<file path="config.mk">
export PLATFORM = sky130hd
export DESIGN_NAME = mcc_top
export DESIGN_NICKNAME = d
export VERILOG_FILES = /design/src/rtl/mcc_pkg.sv /design/src/rtl/mcc_top.sv
export SDC_FILE = /design/constraint.sdc
export NUM_CORES = 1
export LEC_CHECK = 0
export BUFFER_PORTS_ARGS = -buffer_cell sky130_fd_sc_hd__clkbuf_2
export CORE_ASPECT_RATIO = 1.5
export CORE_MARGIN = 2
export CORE_UTILIZATION = 57
export CTS_BUF_LIST = sky130_fd_sc_hd__clkbuf_2
export CTS_CLUSTER_DIAMETER = 80
export DETAILED_ROUTE_END_ITERATION = 16
export GPL_TIMING_DRIVEN = 0
export PLACE_DENSITY = 0.91
export SETUP_SLACK_MARGIN = 0.3
export SYNTH_ARGS = -nofsm -noshare
export SYNTH_HDL_FRONTEND = slang
export SYNTH_SLANG_ARGS = --single-unit
export TNS_END_PERCENT = 1
</file>
<file path="constraint.sdc">
create_clock -name aclk -period 5.19 [get_ports aclk]
set_clock_uncertainty 0.15 [all_clocks]
set_input_delay 0.519 -clock aclk [delete_from_list [all_inputs] [get_ports aclk]]
set_output_delay 0.519 -clock aclk [all_outputs]
set_load 0.01 [all_outputs]
</file>
<file path="src/rtl/mcc_pkg.sv">
// Constants, field layout and state type for the main clock controller.
// Assumes 8-bit registers, one per aligned 32-bit AXI4-Lite word.
package mcc_pkg;

  // Register indices; byte address is four times the index
  localparam logic [4:0] IDX_MAIN_CTRL = 5'h00;
  localparam logic [4:0] IDX_PRESCALE = 5'h01;
  localparam logic [4:0] IDX_LOCK = 5'h02;
  localparam logic [4:0] IDX_STATE = 5'h03;
  localparam logic [4:0] IDX_FAST_CTRL = 5'h10;
  localparam logic [4:0] IDX_FINE_TRIM = 5'h11;
  localparam logic [4:0] IDX_TEMP_TRIM = 5'h12;
  localparam logic [4:0] IDX_SLOW_CTRL = 5'h18;
  localparam logic [4:0] IDX_XOSC_CTRL = 5'h1c;

  // Field positions
  localparam int unsigned SRC_SEL_LSB = 0;
  localparam int unsigned SYSTEM_CLOCK_TO_PIN_BIT = 7;
  localparam int unsigned PEN_BIT = 0;
  localparam int unsigned PRESCALE_DIVIDER_LSB = 1;
  localparam int unsigned MAIN_SETTINGS_LOCK_BIT = 0;
  localparam int unsigned ST_PENDING_BIT = 0;
  localparam int unsigned ST_FAST_BIT = 4;
  localparam int unsigned ST_SLOW_BIT = 5;
  localparam int unsigned ST_XOSC_BIT = 6;
  localparam int unsigned ST_EXT_BIT = 7;
  localparam int unsigned KEEP_BIT = 1;
  localparam int unsigned FINE_LSB = 0;
  localparam int unsigned TEMP_LSB = 0;
  localparam int unsigned CAL_LOCK_BIT = 7;
  localparam int unsigned XOSC_EN_BIT = 0;
  localparam int unsigned XOSC_SEL_BIT = 2;
  localparam int unsigned CRYSTAL_STARTUP_WAIT_LSB = 4;

  // Reset values
  localparam logic [7:0] MAIN_CTRL_RST = 8'h00;
  localparam logic [7:0] PRESCALE_RST = 8'h11;
  localparam logic [7:0] CTRL_RST = 8'h00;

  // Source codes
  localparam logic [1:0] SRC_FAST = 2'h0;
  localparam logic [1:0] SRC_SLOW = 2'h1;
  localparam logic [1:0] SRC_XOSC = 2'h2;
  localparam logic [1:0] SRC_EXT = 2'h3;

  // Start-up counts in oscillator cycles
  localparam logic [16:0] FAST_GATE_CYC = 17'h00004;
  localparam logic [16:0] SLOW_GATE_CYC = 17'h00004;
  localparam logic [16:0] EXT_START_CYC = 17'h00002;
  localparam logic [16:0] XOSC_EXT_IN_CYC = 17'h00002;

  localparam logic [1:0] RESP_OKAY = 2'h0;
  localparam logic [1:0] RESP_SLVERR = 2'h2;

  typedef enum logic [1:0] {
    MCC_STEADY = 2'b01,
    MCC_SWITCH = 2'b10
  } mcc_sw_t;

  // Division ratio of a divider code; reserved codes divide by two
  function automatic logic [6:0] mcc_ratio(input logic [3:0] code);
    case (code)
      4'h0: mcc_ratio = 7'h02;
      4'h1: mcc_ratio = 7'h04;
      4'h2: mcc_ratio = 7'h08;
      4'h3: mcc_ratio = 7'h10;
      4'h4: mcc_ratio = 7'h20;
      4'h5: mcc_ratio = 7'h40;
      4'h8: mcc_ratio = 7'h06;
      4'h9: mcc_ratio = 7'h0a;
      4'ha: mcc_ratio = 7'h0c;
      4'hb: mcc_ratio = 7'h18;
      4'hc: mcc_ratio = 7'h30;
      default: mcc_ratio = 7'h02;
    endcase
  endfunction

endpackage

</file>
<file path="src/rtl/mcc_top.sv">
// Main clock controller: source select, prescaler, clock pin, lock,
// oscillator start-up tracking and trim registers behind AXI4-Lite.
// Assumes oscillator edges arrive as one-cycle pulses synchronous to aclk.
//
// Behaviour
// - Two-bit field picks fast, slow, crystal or external pin as main clock.
// - Clock-out bit drives the system clock onto the clock output pin.
// - In sleep the pin is quiet unless a peripheral uses the system clock.
// - Enabled prescaler divides by 2..64 or 6..48 per the four-bit code.
// - Prescaler disabled passes the main clock straight to peripherals.
// - Divider code may change at any time and takes effect directly.
// - Lock bit freezes both main control registers and active source trim.
// - Once set the lock register is inaccessible until hardware reset.
// - Lock bit loads from the calibration lock fuse at reset.
// - Status shows external started and crystal, slow, fast stable.
// - Stable flag reads one only while the source is requested.
// - Pending bit shows a source switch; it ends when new source is stable.
// - Fast keep-running bit holds that oscillator on in every mode.
// - Fast oscillator output reaches no consumer unless requested.
// - Gate opens after four cycles; keep-running skips analog start-up.
// - Six-bit fine trim loads factory value chosen by frequency fuse.
// - Calibration lock flag, from fuse, blocks both trim registers.
// - Crystal start-up waits 1k/16k/32k/64k cycles, two for external input.
// - Crystal select and start-up fields ignore writes while on or stable.
`timescale 1ns/1ps
`default_nettype none

module mcc_top #(
  parameter int unsigned ADDR_W = 8,
  parameter int unsigned XOSC_WAIT_1K = 1024,
  parameter int unsigned XOSC_WAIT_16K = 16384,
  parameter int unsigned XOSC_WAIT_32K = 32768,
  parameter int unsigned XOSC_WAIT_64K = 65536,
  parameter logic [5:0] FINE_FACTORY_16 = 6'h20,
  parameter logic [5:0] FINE_FACTORY_20 = 6'h20,
  parameter logic [3:0] TEMP_FACTORY_16 = 4'h8,
  parameter logic [3:0] TEMP_FACTORY_20 = 4'h8
) (
  input wire logic aclk,
  input wire logic aresetn,
  input wire logic [ADDR_W-1:0] awaddr,
  input wire logic awvalid,
  output logic awready,
  input wire logic [31:0] wdata,
  input wire logic [3:0] wstrb,
  input wire logic wvalid,
  output logic wready,
  output logic [1:0] bresp,
  output logic bvalid,
  input wire logic bready,
  input wire logic [ADDR_W-1:0] araddr,
  input wire logic arvalid,
  output logic arready,
  output logic [31:0] rdata,
  output logic [1:0] rresp,
  output logic rvalid,
  input wire logic rready,
  input wire logic [3:0] osc_tick,
  input wire logic [3:0] osc_analog_ready,
  input wire logic [3:0] periph_clk_req,
  input wire logic sleep_active,
  input wire logic periph_uses_sysclk,
  input wire logic calibration_lock_fuse,
  input wire logic frequency_select_fuse,
  output logic main_clock,
  output logic peripheral_clock,
  output logic system_clock_to_pin,
  output logic [3:0] osc_power_on,
  output logic [3:0] osc_gate_open,
  output logic [5:0] fast_osc_fine_trim_field,
  output logic [3:0] fast_osc_temp_slope_field,
  output logic crystal_ext_input
);

  // Control registers
  logic system_clock_to_pin_q;
  logic [1:0] main_source_select_q;
  logic [3:0] prescale_divider_q;
  logic prescale_on_q;
  logic main_settings_lock_q;
  logic cal_lock_q;
  logic fast_keep_q;
  logic slow_keep_q;
  logic [5:0] fine_q;
  logic [3:0] temp_q;
  logic xosc_en_q;
  logic xosc_keep_q;
  logic xosc_sel_q;
  logic [1:0] crystal_startup_wait_q;
  logic [1:0] active_q;
  mcc_pkg::mcc_sw_t sw_q;
  mcc_pkg::mcc_sw_t sw_d;
  logic [6:0] pcnt_q;
  logic main_q;
  logic per_q;
  logic pin_q;

  // Bus state
  logic aw_full_q;
  logic [ADDR_W-1:0] aw_addr_q;
  logic w_full_q;
  logic [7:0] w_data_q;
  logic w_strb_q;
  logic bvalid_q;
  logic [1:0] bresp_q;
  logic rvalid_q;
  logic [7:0] rdata_q;
  logic [1:0] rresp_q;

  // Source tracking
  logic [16:0] cnt_q [4];
  logic [16:0] need [4];
  logic [3:0] req;
  logic [3:0] run;
  logic [3:0] keep;
  logic [3:0] analog_ok;
  logic [3:0] done;
  logic [3:0] stab;

  // Write channel decode
  wire aw_take = awvalid && awready;
  wire w_take = wvalid && wready;
  wire [ADDR_W-1:0] wr_addr = aw_full_q ? aw_addr_q : awaddr;
  wire [7:0] wr_data = w_full_q ? w_data_q : wdata[7:0];
  wire wr_strb = w_full_q ? w_strb_q : wstrb[0];
  wire wr_go = (aw_full_q || aw_take) && (w_full_q || w_take);
  wire [4:0] wr_idx = wr_addr[6:2];
  wire [4:0] rd_idx = araddr[6:2];

  function automatic logic mapped(input logic [ADDR_W-1:0] a);
    logic [4:0] idx;
    idx = a[6:2];
    mapped = (a[1:0] == 2'h0) && (a[ADDR_W-1:7] == '0) &&
      (idx == mcc_pkg::IDX_MAIN_CTRL || idx == mcc_pkg::IDX_PRESCALE ||
       idx == mcc_pkg::IDX_LOCK || idx == mcc_pkg::IDX_STATE ||
       idx == mcc_pkg::IDX_FAST_CTRL || idx == mcc_pkg::IDX_FINE_TRIM ||
       idx == mcc_pkg::IDX_TEMP_TRIM || idx == mcc_pkg::IDX_SLOW_CTRL ||
       idx == mcc_pkg::IDX_XOSC_CTRL);
  endfunction

  wire wr_ok = mapped(wr_addr);
  wire we = wr_go && wr_ok && wr_strb;
  wire we_main = we && wr_idx == mcc_pkg::IDX_MAIN_CTRL && !main_settings_lock_q;
  wire we_pre = we && wr_idx == mcc_pkg::IDX_PRESCALE && !main_settings_lock_q;
  wire we_lock = we && wr_idx == mcc_pkg::IDX_LOCK && !main_settings_lock_q;
  // Trim freezes under calibration lock, or main lock while fast is main
  wire trim_frozen = cal_lock_q || (main_settings_lock_q && active_q == mcc_pkg::SRC_FAST);
  wire we_fine = we && wr_idx == mcc_pkg::IDX_FINE_TRIM && !trim_frozen;
  wire we_temp = we && wr_idx == mcc_pkg::IDX_TEMP_TRIM && !trim_frozen;
  wire we_xosc = we && wr_idx == mcc_pkg::IDX_XOSC_CTRL;
  wire xosc_cfg_open = !xosc_en_q && !stab[mcc_pkg::SRC_XOSC];

  // Status and readback
  wire pending = (sw_q == mcc_pkg::MCC_SWITCH);
  wire [7:0] state_byte = {stab[mcc_pkg::SRC_EXT], stab[mcc_pkg::SRC_XOSC],
    stab[mcc_pkg::SRC_SLOW], stab[mcc_pkg::SRC_FAST], 3'h0, pending};
  wire [7:0] rd_byte =
    (rd_idx == mcc_pkg::IDX_MAIN_CTRL) ? {system_clock_to_pin_q, 5'h00, main_source_select_q} :
    (rd_idx == mcc_pkg::IDX_PRESCALE) ? {3'h0, prescale_divider_q, prescale_on_q} :
    (rd_idx == mcc_pkg::IDX_LOCK) ? 8'h00 :
    (rd_idx == mcc_pkg::IDX_STATE) ? state_byte :
    (rd_idx == mcc_pkg::IDX_FAST_CTRL) ? {6'h00, fast_keep_q, 1'b0} :
    (rd_idx == mcc_pkg::IDX_FINE_TRIM) ? {2'h0, fine_q} :
    (rd_idx == mcc_pkg::IDX_TEMP_TRIM) ? {cal_lock_q, 3'h0, temp_q} :
    (rd_idx == mcc_pkg::IDX_SLOW_CTRL) ? {6'h00, slow_keep_q, 1'b0} :
    {2'h0, crystal_startup_wait_q, 1'b0, xosc_sel_q, xosc_keep_q, xosc_en_q};

  assign awready = !aw_full_q && !bvalid_q;
  assign wready = !w_full_q && !bvalid_q;
  assign bvalid = bvalid_q;
  assign bresp = bresp_q;
  assign arready = !rvalid_q;
  assign rvalid = rvalid_q;
  assign rresp = rresp_q;
  assign rdata = {24'h000000, rdata_q};

  always_ff @(posedge aclk) begin
    if (!aresetn) begin
      aw_full_q <= 1'b0;
      aw_addr_q <= '0;
      w_full_q <= 1'b0;
      w_data_q <= 8'h00;
      w_strb_q <= 1'b0;
      bvalid_q <= 1'b0;
      bresp_q <= mcc_pkg::RESP_OKAY;
    end else if (wr_go) begin
      aw_full_q <= 1'b0;
      w_full_q <= 1'b0;
      bvalid_q <= 1'b1;
      bresp_q <= wr_ok ? mcc_pkg::RESP_OKAY : mcc_pkg::RESP_SLVERR;
    end else begin
      if (aw_take) begin
        aw_full_q <= 1'b1;
        aw_addr_q <= awaddr;
      end
      if (w_take) begin
        w_full_q <= 1'b1;
        w_data_q <= wdata[7:0];
        w_strb_q <= wstrb[0];
      end
      if (bvalid_q && bready) begin
        bvalid_q <= 1'b0;
      end
    end
  end

  always_ff @(posedge aclk) begin
    if (!aresetn) begin
      rvalid_q <= 1'b0;
      rdata_q <= 8'h00;
      rresp_q <= mcc_pkg::RESP_OKAY;
    end else if (arvalid && arready) begin
      rvalid_q <= 1'b1;
      rdata_q <= mapped(araddr) ? rd_byte : 8'h00;
      rresp_q <= mapped(araddr) ? mcc_pkg::RESP_OKAY : mcc_pkg::RESP_SLVERR;
    end else if (rready) begin
      rvalid_q <= 1'b0;
    end
  end

  // Register file; fuse levels are sampled while reset is held
  always_ff @(posedge aclk) begin
    if (!aresetn) begin
      system_clock_to_pin_q <= mcc_pkg::MAIN_CTRL_RST[mcc_pkg::SYSTEM_CLOCK_TO_PIN_BIT];
      main_source_select_q <= mcc_pkg::MAIN_CTRL_RST[mcc_pkg::SRC_SEL_LSB +: 2];
      prescale_on_q <= mcc_pkg::PRESCALE_RST[mcc_pkg::PEN_BIT];
      prescale_divider_q <= mcc_pkg::PRESCALE_RST[mcc_pkg::PRESCALE_DIVIDER_LSB +: 4];
      main_settings_lock_q <= calibration_lock_fuse;
      cal_lock_q <= calibration_lock_fuse;
      fine_q <= frequency_select_fuse ? FINE_FACTORY_20 : FINE_FACTORY_16;
      temp_q <= frequency_select_fuse ? TEMP_FACTORY_20 : TEMP_FACTORY_16;
      fast_keep_q <= mcc_pkg::CTRL_RST[mcc_pkg::KEEP_BIT];
      slow_keep_q <= mcc_pkg::CTRL_RST[mcc_pkg::KEEP_BIT];
      xosc_en_q <= mcc_pkg::CTRL_RST[mcc_pkg::XOSC_EN_BIT];
      xosc_keep_q <= mcc_pkg::CTRL_RST[mcc_pkg::KEEP_BIT];
      xosc_sel_q <= mcc_pkg::CTRL_RST[mcc_pkg::XOSC_SEL_BIT];
      crystal_startup_wait_q <= mcc_pkg::CTRL_RST[mcc_pkg::CRYSTAL_STARTUP_WAIT_LSB +: 2];
    end else begin
      if (we_main) begin
        system_clock_to_pin_q <= wr_data[mcc_pkg::SYSTEM_CLOCK_TO_PIN_BIT];
        main_source_select_q <= wr_data[mcc_pkg::SRC_SEL_LSB +: 2];
      end
      if (we_pre) begin
        prescale_on_q <= wr_data[mcc_pkg::PEN_BIT];
        prescale_divider_q <= wr_data[mcc_pkg::PRESCALE_DIVIDER_LSB +: 4];
      end
      // Sticky: only a hardware reset clears it
      if (we_lock && wr_data[mcc_pkg::MAIN_SETTINGS_LOCK_BIT]) begin
        main_settings_lock_q <= 1'b1;
      end
      if (we_fine) begin
        fine_q <= wr_data[mcc_pkg::FINE_LSB +: 6];
      end
      if (we_temp) begin
        temp_q <= wr_data[mcc_pkg::TEMP_LSB +: 4];
      end
      if (we && wr_idx == mcc_pkg::IDX_FAST_CTRL) begin
        fast_keep_q <= wr_data[mcc_pkg::KEEP_BIT];
      end
      if (we && wr_idx == mcc_pkg::IDX_SLOW_CTRL) begin
        slow_keep_q <= wr_data[mcc_pkg::KEEP_BIT];
      end
      if (we_xosc) begin
        xosc_en_q <= wr_data[mcc_pkg::XOSC_EN_BIT];
        xosc_keep_q <= wr_data[mcc_pkg::KEEP_BIT];
      end
      if (we_xosc && xosc_cfg_open) begin
        xosc_sel_q <= wr_data[mcc_pkg::XOSC_SEL_BIT];
        crystal_startup_wait_q <= wr_data[mcc_pkg::CRYSTAL_STARTUP_WAIT_LSB +: 2];
      end
    end
  end

  // Per-source requests, power and start-up counting
  assign keep = {1'b0, xosc_keep_q, slow_keep_q, fast_keep_q};
  assign need[mcc_pkg::SRC_FAST] = mcc_pkg::FAST_GATE_CYC;
  assign need[mcc_pkg::SRC_SLOW] = mcc_pkg::SLOW_GATE_CYC;
  assign need[mcc_pkg::SRC_EXT] = mcc_pkg::EXT_START_CYC;
  assign need[mcc_pkg::SRC_XOSC] = xosc_sel_q ? mcc_pkg::XOSC_EXT_IN_CYC :
    (crystal_startup_wait_q == 2'h0) ? 17'(XOSC_WAIT_1K) :
    (crystal_startup_wait_q == 2'h1) ? 17'(XOSC_WAIT_16K) :
    (crystal_startup_wait_q == 2'h2) ? 17'(XOSC_WAIT_32K) : 17'(XOSC_WAIT_64K);

  genvar gi;
  generate
    for (gi = 0; gi < 4; gi++) begin : g_src
      assign req[gi] = periph_clk_req[gi] || main_source_select_q == 2'(gi) ||
        active_q == 2'(gi);
      // Keep-running powers an oscillator even with no request; the crystal also needs its enable
      assign run[gi] = (gi == 2) ? xosc_en_q && (req[gi] || keep[gi]) :
        req[gi] || keep[gi];
      // A kept oscillator skips the analog wait, not the gate count
      assign analog_ok[gi] = osc_analog_ready[gi] || keep[gi];
      assign done[gi] = cnt_q[gi] >= need[gi];
      assign stab[gi] = req[gi] && run[gi] && done[gi];
      assign osc_gate_open[gi] = stab[gi] && periph_clk_req[gi];
      assign osc_power_on[gi] = run[gi];
      always_ff @(posedge aclk) begin
        if (!aresetn || !run[gi] || !req[gi]) begin
          cnt_q[gi] <= '0;
        end else if (analog_ok[gi] && osc_tick[gi] && !done[gi]) begin
          cnt_q[gi] <= cnt_q[gi] + 17'h00001;
        end
      end
    end
  endgenerate

  // Source switch: old source keeps ticking until the new one is stable
  wire new_ready = stab[main_source_select_q];
  always_comb begin
    sw_d = sw_q;
    case (sw_q)
      mcc_pkg::MCC_STEADY: begin
        if (main_source_select_q != active_q) begin
          sw_d = mcc_pkg::MCC_SWITCH;
        end
      end
      mcc_pkg::MCC_SWITCH: begin
        if (new_ready || main_source_select_q == active_q) begin
          sw_d = mcc_pkg::MCC_STEADY;
        end
      end
      default: sw_d = mcc_pkg::MCC_STEADY;
    endcase
  end

  always_ff @(posedge aclk) begin
    if (!aresetn) begin
      sw_q <= mcc_pkg::MCC_STEADY;
      active_q <= mcc_pkg::SRC_FAST;
    end else begin
      sw_q <= sw_d;
      // Whole pulses only, so no runt edge at the changeover
      if (sw_q == mcc_pkg::MCC_SWITCH && new_ready) begin
        active_q <= main_source_select_q;
      end
    end
  end

  // Main tick, prescaler and clock pin
  wire main_tick = osc_tick[active_q] && done[active_q];
  wire [6:0] ratio = mcc_pkg::mcc_ratio(prescale_divider_q);
  // Counter past a shortened ratio wraps at once instead of running on
  wire pwrap = pcnt_q >= ratio - 7'h01;
  wire pin_open = system_clock_to_pin_q && (!sleep_active || periph_uses_sysclk);

  always_ff @(posedge aclk) begin
    if (!aresetn) begin
      pcnt_q <= 7'h00;
      main_q <= 1'b0;
      per_q <= 1'b0;
      pin_q <= 1'b0;
    end else begin
      main_q <= main_tick;
      pin_q <= main_tick && pin_open;
      per_q <= main_tick && (!prescale_on_q || pwrap);
      if (main_tick) begin
        pcnt_q <= (!prescale_on_q || pwrap) ? 7'h00 : pcnt_q + 7'h01;
      end
    end
  end

  assign main_clock = main_q;
  assign peripheral_clock = per_q;
  assign system_clock_to_pin = pin_q;
  assign fast_osc_fine_trim_field = fine_q;
  assign fast_osc_temp_slope_field = temp_q;
  assign crystal_ext_input = xosc_sel_q;
endmodule

`default_nettype wire
</file>
==> results of run 1 <==
## power groups by stage
stage                     Sequential (mW)  Clock [mW]  Combinational [mW]
after global routing                 1.26       0.699               0.262
after detailed placement             1.28           0               0.217
after global placement               1.28           0               0.214
after floorplan                      1.28           0               0.147
final                                1.26       0.641               0.241
after CTS                            1.26       0.649               0.232
## layout by cell type, fill, tap and decap left out, drive strengths merged, types with 4 or more instances in the layout
| master | netlist | final |
|---|---|---|
| mux2 | 12 | 12 |
| a22oi | 4 | 4 |
| edfxtp | 70 | 70 |
| clkinv | 0 | 5 |
| and3 | 12 | 12 |
| xor2 | 10 | 10 |
| nand4 | 13 | 13 |
| buf | 34 | 34 |
| or2 | 4 | 4 |
| nor4 | 15 | 15 |
| nand2b | 9 | 9 |
| clkbuf | 25 | 123 |
| ha | 20 | 20 |
| conb | 1 | 68 |
| and2 | 7 | 7 |
| a211oi | 7 | 7 |
| nand2 | 51 | 51 |
| nor2b | 9 | 9 |
| inv | 26 | 33 |
| a21oi | 34 | 34 |
| o211ai | 12 | 12 |
| dlygate4sd3 | 0 | 24 |
| mux2i | 39 | 39 |
| nand3b | 10 | 10 |
| o21a | 5 | 5 |
| nor3b | 6 | 6 |
| nand3 | 24 | 24 |
| xnor2 | 15 | 15 |
| o21ai | 33 | 33 |
| o31ai | 6 | 6 |
| nor3 | 15 | 15 |
| a31oi | 7 | 7 |
| dfxtp | 75 | 75 |
| nor2 | 93 | 93 |
## logic make-up (layout without fill, tap and decap cells)
family | after synthesis | in the layout
AND/OR/NAND/NOR | 287 | 287
flip-flops | 145 | 145
AO/OA/AOI/OAI | 131 | 131
buffers and inverters | 85 | 222
multiplexers | 51 | 51
XOR/XNOR | 25 | 25
adder cells (fa/ha/maj) | 20 | 20
other | 1 | 69
## registers in the layout (all words and copies together) (netlist names), 2 cells and up
signal                     cells
crystal_startup_wait_q         2
sw_q                           2
aw_addr_q                      8
w_data_q                       7
main_source_select_q           2
pcnt_q                         7
prescale_divider_q             4
fast_osc_temp_slope_field      4
fast_osc_fine_trim_field       6
ratio                          6
rdata_q                        8
cnt_q                         68
active_q                       2
## metrics by stage
stage,util,instances,hold WS [ns],setup WS (ns)
floorplan,-,812,0.300,2.16
global placement,0.643,1052,0.294,1.57
detailed placement,0.644,1052,0.308,2.00
CTS,0.681,1108,0.0658,1.47
global route,0.681,1109,0.0804,1.26
finish,0.681,1109,0.0965,1.50
## what timing repair did
action / in CTS / in global routing
endpoints found under the setup margin: 0 / 0
hold buffers: 24 / 0
hold endpoints to repair: 24 / 0
## worst max-delay path, delay by kind of cell, from the launching register on
kind | cells | cell delay (ns)
flip-flops | 1 | 0.43
AND/OR/NAND/NOR | 4 | 1.28
adder cells (fa/ha/maj) | 1 | 0.18
AO/OA/AOI/OAI | 2 | 0.29
buffers and inverters | 1 | 0.12
## layout make-up
class	instances	area, um2
fillers	1014	4120
multi-input cells	582	3640
flip-flops and latches	145	3600
repair buffers	105	646
plain buffers	59	348
well taps	159	199
clock inverters	15	149
inverters	26	97.6
clock buffers	17	85.1
diodes	1	2.50
## worst max path at each step
stage,startpoint,end
3_5_place_dp,crystal_startup_wait_q[0],cnt_q[2][12]
5_1_grt,crystal_startup_wait_q[0],osc_gate_open[2]
6_report,crystal_startup_wait_q[0],osc_gate_open[2]
3_3_place_gp,crystal_startup_wait_q[0],cnt_q[2][10]
2_1_floorplan,cnt_q[2][9],cnt_q[2][0]
4_1_cts,crystal_startup_wait_q[0],osc_gate_open[2]
## routing by layer
metal / GRT usage / up-vias / part of all wire
met4: 0.163 / 0 / 0.053
met3: 0.0550 / 76 / 0.071
met1: 0.283 / 2973 / 0.37
met5: 0 / - / 0
li1: - / 2999 / -
met2: 0.466 / 302 / 0.51
==> impl_summary.txt, run 1 <==
----------------------------------------------------
[Synthesis]
  Number of warning messages in the yosys log ... 0
  Sequential element share of the synthesized area ... 0.484
  Top post-synthesis cells by area ... edfxtp_1 (28%), dfxtp_1 (20%), mux2i_1 (5.2%)
  Primary flip-flop cell chosen by synthesis mapping ... dfxtp_1
  Synthesized cell area ... 7440 um2
  Top-area cell type share of the netlist area ... 0.283
  Xor/xnor cell area share of the yosys netlist ... 0.0294
  Post-Syn Area per Cell ... 9.98 um2
  Yosys top cell by area ... edfxtp_1
  Share of cell area taken by muxes after synthesis ... 0.0706
  Most common cell in the synthesized netlist ... nor2_1
  Count of different cell masters after synthesis ... 68
  Share of async-settable or async-resettable flops after synthesis ... 0
  Leading cell types by count after synthesis ... nor2_1 (83), dfxtp_1 (75), edfxtp_1 (70)
  Compound-Gate Fraction of Synth Area ... 0.117
  Adder and majority cell fraction of the synthesized area ... 0.0336
  Number of enable flip-flop cells after synthesis ... 70
  Cells after synthesis ... 745
  Combinational family with the most area after synthesis ... simple AND/OR/NAND/NOR gates
  FF+latch count, synth ... 145
  Synthesized-area fraction occupied by and/or/nand/nor cells ... 0.204

[Setup path]
  Kind of end point of the critical path ... output pin
  Destination of the worst register-to-register timing path ... cnt_q[2][0]
  Worst r2r path cells ... 7
  Arrival @ worst endpoint ... 3.02 ns
  Worst path max stage delay ... 0.60 ns
  Setup slack of the most critical reg-to-reg path ... 2.00 ns
  Critical path start-end classification ... register to output pin
  Worst r2r src ... crystal_startup_wait_q[0]
  WP data required ... 4.52 ns
  Critical-path cell with the highest stage delay ... nor4_1
  Worst setup SP type ... register
  Biggest fanout along the worst timing path ... 7
  Cells along the critical path ... or3_1 > ha_1 > nor4_1 > a21oi_2 > o21ai_2 > nand2_1 > and3_1 > clkbuf_2

[Routing]
  Number of DRC violations after detailed routing ... 0
  Routed wire length ... 18,300 um
  Via density ... 5.73
  Wirelength per Cell ... 16.5 um
  Post-route antenna net violation count ... 0
  Violation count after the first detailed-route iteration ... 433
  Total via count in the routed design ... 6,350
  Detailed-router iteration count before antenna repair ... 5

[Global route]
  Number of antenna violations at the first check in global routing ... 1
  Total GRT Usage ... 0.261
  Pin count of the biggest net entering global routing ... 18
  Leftover overflow at the end of global routing ... 0
  Number of global-route vias before repair ... 6,182
  First-pass GRT wire length ... 29,100 um

[Floorplanning]
  Effective utilization at floorplan ... 0.577
  Horizontal die dimension ... 97.3 um
  Core footprint ... 12,900 um2
  Overall die height ... 144 um
  Floorplan row count ... 51
  Area of the die ... 14,000 um2
  Count of pins on the block boundary ... 138

[Power and ir drop]
  Switch Pwr ... 617 uW
  Share of power burned in registers ... 0.588
  Power density normalized to cell area ... 244 nW/um2
  Internal power contribution ... 1.52 mW
  Power, Total ... 2.14 mW
  Relative contribution of combinational cells to total power ... 0.113
  Leakage ... 3.67 nW
  Clock network power share ... 0.299
  Largest vdd supply drop ... 143 uV
  Proportion of total power due to net switching ... 0.288

[Outcome]
  Run status ... finished clean

[Timing]
  Hold violation total from the final report ... 0
  Summed negative setup slack over all endpoints ... 0 ns
  Final Cycle Share ... 0.711
  Setup violators final ... 0
  Transition time at the pin with the least slew margin ... 0.879 ns
  Fmax achieved ... 271 MHz
  Number of pins exceeding their max-slew limit in the final report ... 0
  Minimum period implied by the final worst setup slack ... 3.69 ns
  Unrepaired setup endpoints after global routing ... no
  Worst-case headroom to the max-slew limit ... 0.414

[CTS]
  Setup Fix Bufs, Post-CTS ... 0
  Clock tree from TritonCTS ... yes
  TritonCTS buffer count ... 17
  Clock latency at the later pin of the worst-skew pair ... 0.73 ns
  Maximum level of the CTS H-tree ... 4
  Buffer type at the clock tree root ... clkbuf_2
  Clock slew at the register clock pins of the worst setup and hold paths ... 0.24 ns
  Post-CTS Resized ... 0
  Clock sink count ... 145
  Maximum buffer depth of the clock tree ... 2

[Place]
  Routability Congestion ... 0.937
  Input/output buffers ... 81
  Placed wire-length estimate ... 13,400 um
  Post-Place Cell Area ... 8300 um2

[Min path]
  Hold path endpoint ... rdata_q[4]
  Worst min-delay path class ... input pin to register
  Hold depth ... 5
  Hold_sp ... araddr[7]

[Flow run]
  Max-cap violations ... 0

[Finish]
  Final standard cell area without fillers ... 8770 um2
  Area Overhead vs Synth ... 18.0%
  Ratio of cells with drive above 1 in the final layout ... 0.191
  Number of nets in the layout ... 1,031

----------------------------------------------------
No activity file was read; power rests on OpenSTA's default activity.
==> run 2, diff against run 1 <==
--- a/config.mk
+++ b/config.mk
@@ -8,12 +8,12 @@
 export BUFFER_PORTS_ARGS = -buffer_cell sky130_fd_sc_hd__clkbuf_2
 export CORE_ASPECT_RATIO = 1.5
 export CORE_MARGIN = 2
-export CORE_UTILIZATION = 57
+export CORE_UTILIZATION = 52
 export CTS_BUF_LIST = sky130_fd_sc_hd__clkbuf_2
 export CTS_CLUSTER_DIAMETER = 80
 export DETAILED_ROUTE_END_ITERATION = 16
 export GPL_TIMING_DRIVEN = 0
-export PLACE_DENSITY = 0.91
+export PLACE_DENSITY = 0.87
 export SETUP_SLACK_MARGIN = 0.3
 export SYNTH_ARGS = -nofsm -noshare
 export SYNTH_HDL_FRONTEND = slang
==> constraint.sdc (replaced) <==
create_clock -name aclk -period 3.1 [get_ports aclk]
set_clock_uncertainty 0.15 [all_clocks]
set_input_delay 0.31 -clock aclk [delete_from_list [all_inputs] [get_ports aclk]]
set_output_delay 0.31 -clock aclk [all_outputs]
set_load 0.01 [all_outputs]
==> run 2 against run 1 <==
Critical path depth grew 1. Power grew 73%. Non-clock buffer count grew 20. Critical path type unchanged. First-iteration DRC count shrank 9.2%. Largest cell class unchanged. Routed wire length grew 4.7%. Clock-buffer cell count grew 3. Global-route usage shrank 0.73 points. Setup slack lost 1.6 ns. The flow now finishes with violations (setup timing). Sequential share of layout area shrank 1.8 points. Sequential power grew 67%. Utilization shrank 2.3 points. Die area grew 9.3%.
==> impl_summary.txt, run 2 (synthesis gave the netlist of run 1 again) <==
----------------------------------------------------
[Outcome]
  Run status ... complete, but fails checks
  Violations in the final reports ... setup timing

[Floorplanning]
  Horizontal die dimension ... 102 um
  Effective utilization at floorplan ... 0.532
  Floorplan row count ... 53
  Core footprint ... 14,000 um2
  Count of pins on the block boundary ... 138
  Area of the die ... 15,300 um2
  Overall die height ... 150 um

[Finish]
  Leading registers by flop count ... cnt_q: 68 flops, aw_addr_q: 8 flops, rdata_q: 8 flops
  Number of nets in the layout ... 1,051
  Ratio of cells with drive above 1 in the final layout ... 0.224
  Non-filler cells in the finished layout ... 1,162
  Flip-flop count of the largest register, all copies and words added ... 68
  Register with the most flip-flops ... cnt_q
  Highest-count cells in the layout ignoring fill and taps ... clkbuf_2 (105), nor2_1 (82), dfxtp_1 (71), edfxtp_1 (70), conb_1 (68)
  Area Overhead vs Synth ... 23.7%
  Most frequent standard cell in the layout excluding fill and tap cells ... clkbuf_2
  Number of fillers in the final layout ... 1,053

[Setup path]
  Arrival @ worst endpoint ... 2.72 ns
  Setup slack of the most critical reg-to-reg path ... 0.26 ns
  Destination of the worst register-to-register timing path ... cnt_q[2][10]
  Worst r2r path cells ... 9
  Biggest fanout along the worst timing path ... 3
  Worst setup SP type ... register
  Kind of end point of the critical path ... output pin
  Worst r2r src ... cnt_q[2][1]
  WP data required ... 2.64 ns
  Critical path start-end classification ... register to output pin

[Global route]
  Number of global-route vias before repair ... 6,313
  First-pass GRT wire length ... 29,900 um
  Leftover overflow at the end of global routing ... 0
  Pin count of the biggest net entering global routing ... 18
  Number of antenna violations at the first check in global routing ... 1
  Total GRT Usage ... 0.254

[Routing]
  Via density ... 5.58
  Total via count in the routed design ... 6,483
  Wirelength per Cell ... 16.5 um
  Post-route antenna net violation count ... 0
  Number of DRC violations after detailed routing ... 0
  Violation count after the first detailed-route iteration ... 393
  Detailed-router iteration count before antenna repair ... 6
  Routed wire length ... 19,200 um

[Place]
  Placed wire-length estimate ... 13,300 um
  Number of placed instances, taps included ... 1,085
  Routability Congestion ... 0.926
  Input/output buffers ... 81

[Min path]
  Hold path endpoint ... cnt_q[0][0]
  Hold depth ... 3
  Hold_sp ... periph_clk_req[0]
  Worst min-delay path class ... input pin to register

[Timing]
  Least setup slack across all paths after layout ... -0.0797 ns
  Transition time at the pin with the least slew margin ... 0.815 ns
  Worst-case headroom to the max-slew limit ... 0.455
  Final hold slack ... 0.0326 ns
  Summed negative setup slack over all endpoints ... -0.0797 ns
  Number of pins exceeding their max-slew limit in the final report ... 0
  Setup violators final ... 1
  Hold violation total from the final report ... 0
  Unrepaired setup endpoints after global routing ... yes
  Minimum period implied by the final worst setup slack ... 3.18 ns
  Final Cycle Share ... 1.03
  Fmax achieved ... 314 MHz

[Power and ir drop]
  Largest vdd supply drop ... 236 uV
  Leakage ... 3.84 nW
  Power, Total ... 3.69 mW
  Power density normalized to cell area ... 401 nW/um2

[Flow run]
  Max-cap violations ... 0

[CTS]
  Maximum buffer depth of the clock tree ... 2
  Maximum level of the CTS H-tree ... 4
  Clock slew at the register clock pins of the worst setup and hold paths ... 0.20 ns
  Clock tree from TritonCTS ... yes
  Clock latency at the later pin of the worst-skew pair ... 0.71 ns
  TritonCTS buffer count ... 17
  Clock sink count ... 145
  Buffer type at the clock tree root ... clkbuf_2

----------------------------------------------------
## run 2: cell count changes in the layout (fill, tap and decap cells not counted), moves of 3 or more
| cell | previous run | this run |
|---|---|---|
| clkinv_4 | 4 | 1 |
| clkbuf_1 | 25 | 21 |
| nor4_2 | 0 | 3 |
| inv_6 | 6 | 2 |
| dlygate4sd3_1 | 24 | 33 |
| dfxtp_1 | 75 | 71 |
| clkbuf_2 | 98 | 105 |
| buf_4 | 26 | 35 |
| nor4_1 | 15 | 11 |
## run 2: timing repair
item,CTS,global route
pin swaps,8,23
gates resized for setup,13,37
cloned,0,0
hold endpoints to repair,61,0
endpoints found under the setup margin,51,75
hold buffers,34,0
buffers inserted,6,4
## run 2: cell type report
type                            count  area [um2]  share of cell area
Clock inverter                     12         156              0.0170
Buffer                             59         367              0.0398
Inverter                           26        97.6              0.0106
Clock buffer                       20         100              0.0109
Antenna cell                        1        2.50            0.000272
Multi-Input combinational cell    582        3800               0.413
Timing Repair Buffer              125         827              0.0899
Sequential cell                   145        3610               0.393
Tap cell                          192         240              0.0261
## run 2: where the power goes
group          leakage [nW]  internal [mW]  total [mW]  switching (mW)
clock                 0.147          0.461        1.16           0.700
sequential             1.36           2.07        2.11          0.0357
combinational          2.33          0.176       0.425           0.249
total                  3.84           2.71        3.69           0.984
## run 2: routing by layer
layer	routed length (um)	share of wire	track usage	vias up
met4	867	0.045	0.137	0
li1	-	-	-	3033
met3	1440	0.075	0.0487	73
met1	7050	0.37	0.286	3054
met5	0	0	0	-
met2	9810	0.51	0.445	323
## run 2: how the worst max path moves through the flow
stage,startpoint,to,slack (ns),depth (start not counted)
floorplan,cnt_q[2][9],cnt_q[2][0],0.41,6
global placement,crystal_ext_input,cnt_q[2][8],0.005,7
detailed placement,crystal_ext_input,cnt_q[2][8],-0.13,7
CTS,cnt_q[2][7],osc_gate_open[2],-0.09,7
global route,cnt_q[2][1],osc_gate_open[2],-0.24,9
finish,cnt_q[2][1],osc_gate_open[2],-0.08,9
## run 2: critical path, stage by stage, from the launching register on
cell      delay [ns]
edfxtp_1        0.49
inv_1           0.09
ha_1            0.23
nor2b_1         0.16
o41ai_4         0.40
a21oi_2         0.10
o21ai_2         0.17
nand2_1         0.10
and3_4          0.17
buf_6           0.11
## run 2: metrics by stage
stage	setup WS (ns)	utilization	cell area [um2]
floorplan	0.407	-	7690
global placement	0.00458	0.596	8340
detailed placement	-0.127	0.596	8340
CTS	-0.0867	0.646	9030
global route	-0.242	0.658	9200
finish	-0.0797	0.658	9200
==> run 3, diff against run 2 <==
--- a/config.mk
+++ b/config.mk
@@ -6,14 +6,16 @@
 export NUM_CORES = 1
 export LEC_CHECK = 0
 export BUFFER_PORTS_ARGS = -buffer_cell sky130_fd_sc_hd__clkbuf_2
+export CELL_PAD_IN_SITES_DETAIL_PLACEMENT = 1
+export CELL_PAD_IN_SITES_GLOBAL_PLACEMENT = 2
 export CORE_ASPECT_RATIO = 1.5
 export CORE_MARGIN = 2
-export CORE_UTILIZATION = 52
+export CORE_UTILIZATION = 33
 export CTS_BUF_LIST = sky130_fd_sc_hd__clkbuf_2
 export CTS_CLUSTER_DIAMETER = 80
 export DETAILED_ROUTE_END_ITERATION = 16
 export GPL_TIMING_DRIVEN = 0
-export PLACE_DENSITY = 0.87
+export PLACE_DENSITY = 0.88
 export SETUP_SLACK_MARGIN = 0.3
 export SYNTH_ARGS = -nofsm -noshare
 export SYNTH_HDL_FRONTEND = slang
==> run 3 against run 2 <==
The flow still finishes with violations (setup timing). Register-to-register slack got worse by 0.19 ns. Maximum frequency fell by 2.9%. Final cell count rose by 8.0%. Clock power fell by 5%. Non-clock buffer count rose by 9. First-iteration DRC count fell by 28%. Global-route usage fell by 6.9 points. Clock-buffer cell count fell by 1. Design area rose by 2.8%. Sequential power barely moved. Flip-flop and latch count did not move. Critical path type unchanged. Critical endpoint unchanged.
==> impl_summary.txt, run 3 (synthesis gave the netlist of run 1 again) <==
----------------------------------------------------
[Finish]
  Most frequent standard cell in the layout excluding fill and tap cells ... clkbuf_2
  Flip-flop count of the largest register, all copies and words added ... 68
  Finished Core Util ... 0.426
  Leading registers by flop count ... cnt_q: 68 flops, aw_addr_q: 8 flops, rdata_q: 8 flops
  Number of nets in the layout ... 1,060
  Area Overhead vs Synth ... 27.2%
  Highest-count cells in the layout ignoring fill and taps ... clkbuf_2 (102), nor2_1 (76), dfxtp_1 (71), edfxtp_1 (70), conb_1 (68)
  Final standard cell area without fillers ... 9460 um2
  Ratio of cells with drive above 1 in the final layout ... 0.233
  Register with the most flip-flops ... cnt_q

[Routing]
  Detailed-router iteration count before antenna repair ... 5
  Routed wire length ... 21,600 um
  Violation count after the first detailed-route iteration ... 281
  Post-route antenna net violation count ... 0
  Via density ... 5.03
  Wirelength per Cell ... 17.2 um
  Number of DRC violations after detailed routing ... 0
  Total via count in the routed design ... 6,315

[Floorplanning]
  Core footprint ... 22,200 um2
  Overall die height ... 188 um
  Area of the die ... 23,800 um2
  Floorplan row count ... 67
  Horizontal die dimension ... 127 um
  Effective utilization at floorplan ... 0.335
  Count of pins on the block boundary ... 138

[Min path]
  Hold_sp ... periph_clk_req[1]
  Worst min-delay path class ... input pin to register

[CTS]
  Buffer type at the clock tree root ... clkbuf_2
  Maximum level of the CTS H-tree ... 4
  Clock slew at the register clock pins of the worst setup and hold paths ... 0.25 ns
  Maximum buffer depth of the clock tree ... 2
  TritonCTS buffer count ... 17
  Clock sink count ... 145
  Clock latency at the later pin of the worst-skew pair ... 0.79 ns
  Clock tree from TritonCTS ... yes

[Setup path]
  Cells along the critical path ... or4_4 > o41ai_4 > a21oi_2 > o21ai_2 > nand2_1 > and3_4 > clkbuf_2
  WP data required ... 2.64 ns
  Biggest fanout along the worst timing path ... 2
  Start point of the critical path ... cnt_q[2][9]
  Worst setup SP type ... register
  Arrival @ worst endpoint ... 2.81 ns
  Critical path start-end classification ... register to output pin
  Family of cells with the greatest summed delay on the critical path ... simple AND/OR/NAND/NOR gates
  Kind of end point of the critical path ... output pin
  Critical-path cell with the highest stage delay ... or4_4
  Number of buffers and inverters on the critical path ... 1
  Worst r2r src ... cnt_q[2][9]
  Worst path max stage delay ... 0.57 ns
  Setup slack of the most critical reg-to-reg path ... 0.07 ns

[Global route]
  Leftover overflow at the end of global routing ... 0
  Number of global-route vias before repair ... 6,464
  Pin count of the biggest net entering global routing ... 18
  First-pass GRT wire length ... 34,300 um
  Total GRT Usage ... 0.185
  Number of antenna violations at the first check in global routing ... 1

[Power and ir drop]
  Largest vdd supply drop ... 192 uV
  Share of power burned in registers ... 0.577
  Clock network power share ... 0.302
  Relative contribution of combinational cells to total power ... 0.121
  Internal power contribution ... 2.63 mW
  Power density normalized to cell area ... 386 nW/um2
  Power, Total ... 3.65 mW
  Switch Pwr ... 1.02 mW
  Proportion of total power due to net switching ... 0.278
  Leakage ... 3.86 nW

[Place]
  Routability Congestion ... 0.874
  Post-Place Cell Area ... 8440 um2
  Placed wire-length estimate ... 16,000 um
  Input/output buffers ... 81

[Outcome]
  Violations in the final reports ... setup timing
  Run status ... complete, but fails checks

[Timing]
  Setup violators final ... 1
  Unrepaired setup endpoints after global routing ... yes
  Worst-case headroom to the max-slew limit ... 0.447
  Final hold slack ... 0.0866 ns
  Final Cycle Share ... 1.06
  Hold violation total from the final report ... 0
  Transition time at the pin with the least slew margin ... 0.830 ns
  Minimum period implied by the final worst setup slack ... 3.27 ns
  Number of pins exceeding their max-slew limit in the final report ... 0
  Fmax achieved ... 305 MHz
  Least setup slack across all paths after layout ... -0.175 ns

[Flow run]
  Max-cap violations ... 0

----------------------------------------------------
[run 3: cell types whose count changed in the layout (fill, tap and decap cells not counted), sizes merged]
cell,before,now
buf,43,45
bufinv,3,2
clkbuf,127,125
clkinv,3,6
clkinvlp,4,3
dlygate4sd3,33,42
dlymetal6s4s,1,0
[run 3: layer usage]
metal / up-vias / track usage / share of wire / wire length [um]
li1: 3047 / - / - / -
met1: 3109 / 0.212 / 0.40 / 8720
met2: 135 / 0.338 / 0.54 / 11600
met3: 24 / 0.0311 / 0.035 / 759
met4: 0 / 0.0731 / 0.024 / 512
met5: - / 0 / 0 / 0
[run 3: layout make-up]
type                            instances  area [um2]
Fill cell                            2557       12800
Multi-Input combinational cell        582        3870
Sequential cell                       145        3610
Timing Repair Buffer                  134         916
Buffer                                 59         382
Tap cell                              276         345
Clock inverter                         13         138
Inverter                               26        97.6
Clock buffer                           19        95.1
Antenna cell                            1        2.50
[run 3: power by group through the flow]
stage	Sequential, mW	Combinational [mW]	Clock (mW)
2_1_floorplan	2.14	0.247	0
6_report	2.11	0.442	1.10
3_5_place_dp	2.15	0.380	0
3_3_place_gp	2.14	0.375	0
4_1_cts	2.11	0.426	1.13
5_1_grt	2.12	0.488	1.21
[run 3: what timing repair did]
item                                    4_1_cts  5_1_grt
resized for setup                            17       53
cloned                                        0        0
endpoints found under the setup margin       56       98
buffers inserted                             10        1
hold buffers                                 42        0
pin swaps                                    19       23
endpoints found under the hold margin        70        0
[run 3: worst register-to-register path, cell delays in order (launching register included)]
cell	delay, ns
edfxtp_1	0.47
or4_4	0.57
o41ai_4	0.28
a21oi_2	0.11
o21ai_2	0.19
buf_4	0.14
buf_6	0.08
or4b_4	0.47
buf_12	0.17
buf_12	0.16
nor2_4	0.10
[run 3: metrics by stage]
step | instances | TNS, ns | worst slack (ns)
6_report | 1255 | -0.175 | -0.175
3_5_place_dp | 1169 | -1.34 | -0.0795
5_1_grt | 1255 | -0.401 | -0.340
2_1_floorplan | 812 | 0 | 0.407
4_1_cts | 1253 | -0.204 | -0.204
3_3_place_gp | 1169 | -0.988 | -0.0584
[run 3: worst paths after layout]
check / to / cells after the start
max reg2reg: cnt_q[2][12] / 10
max: osc_gate_open[2] / 7
min reg2reg: rdata_q[7] / 2
min: cnt_q[1][1] / 5
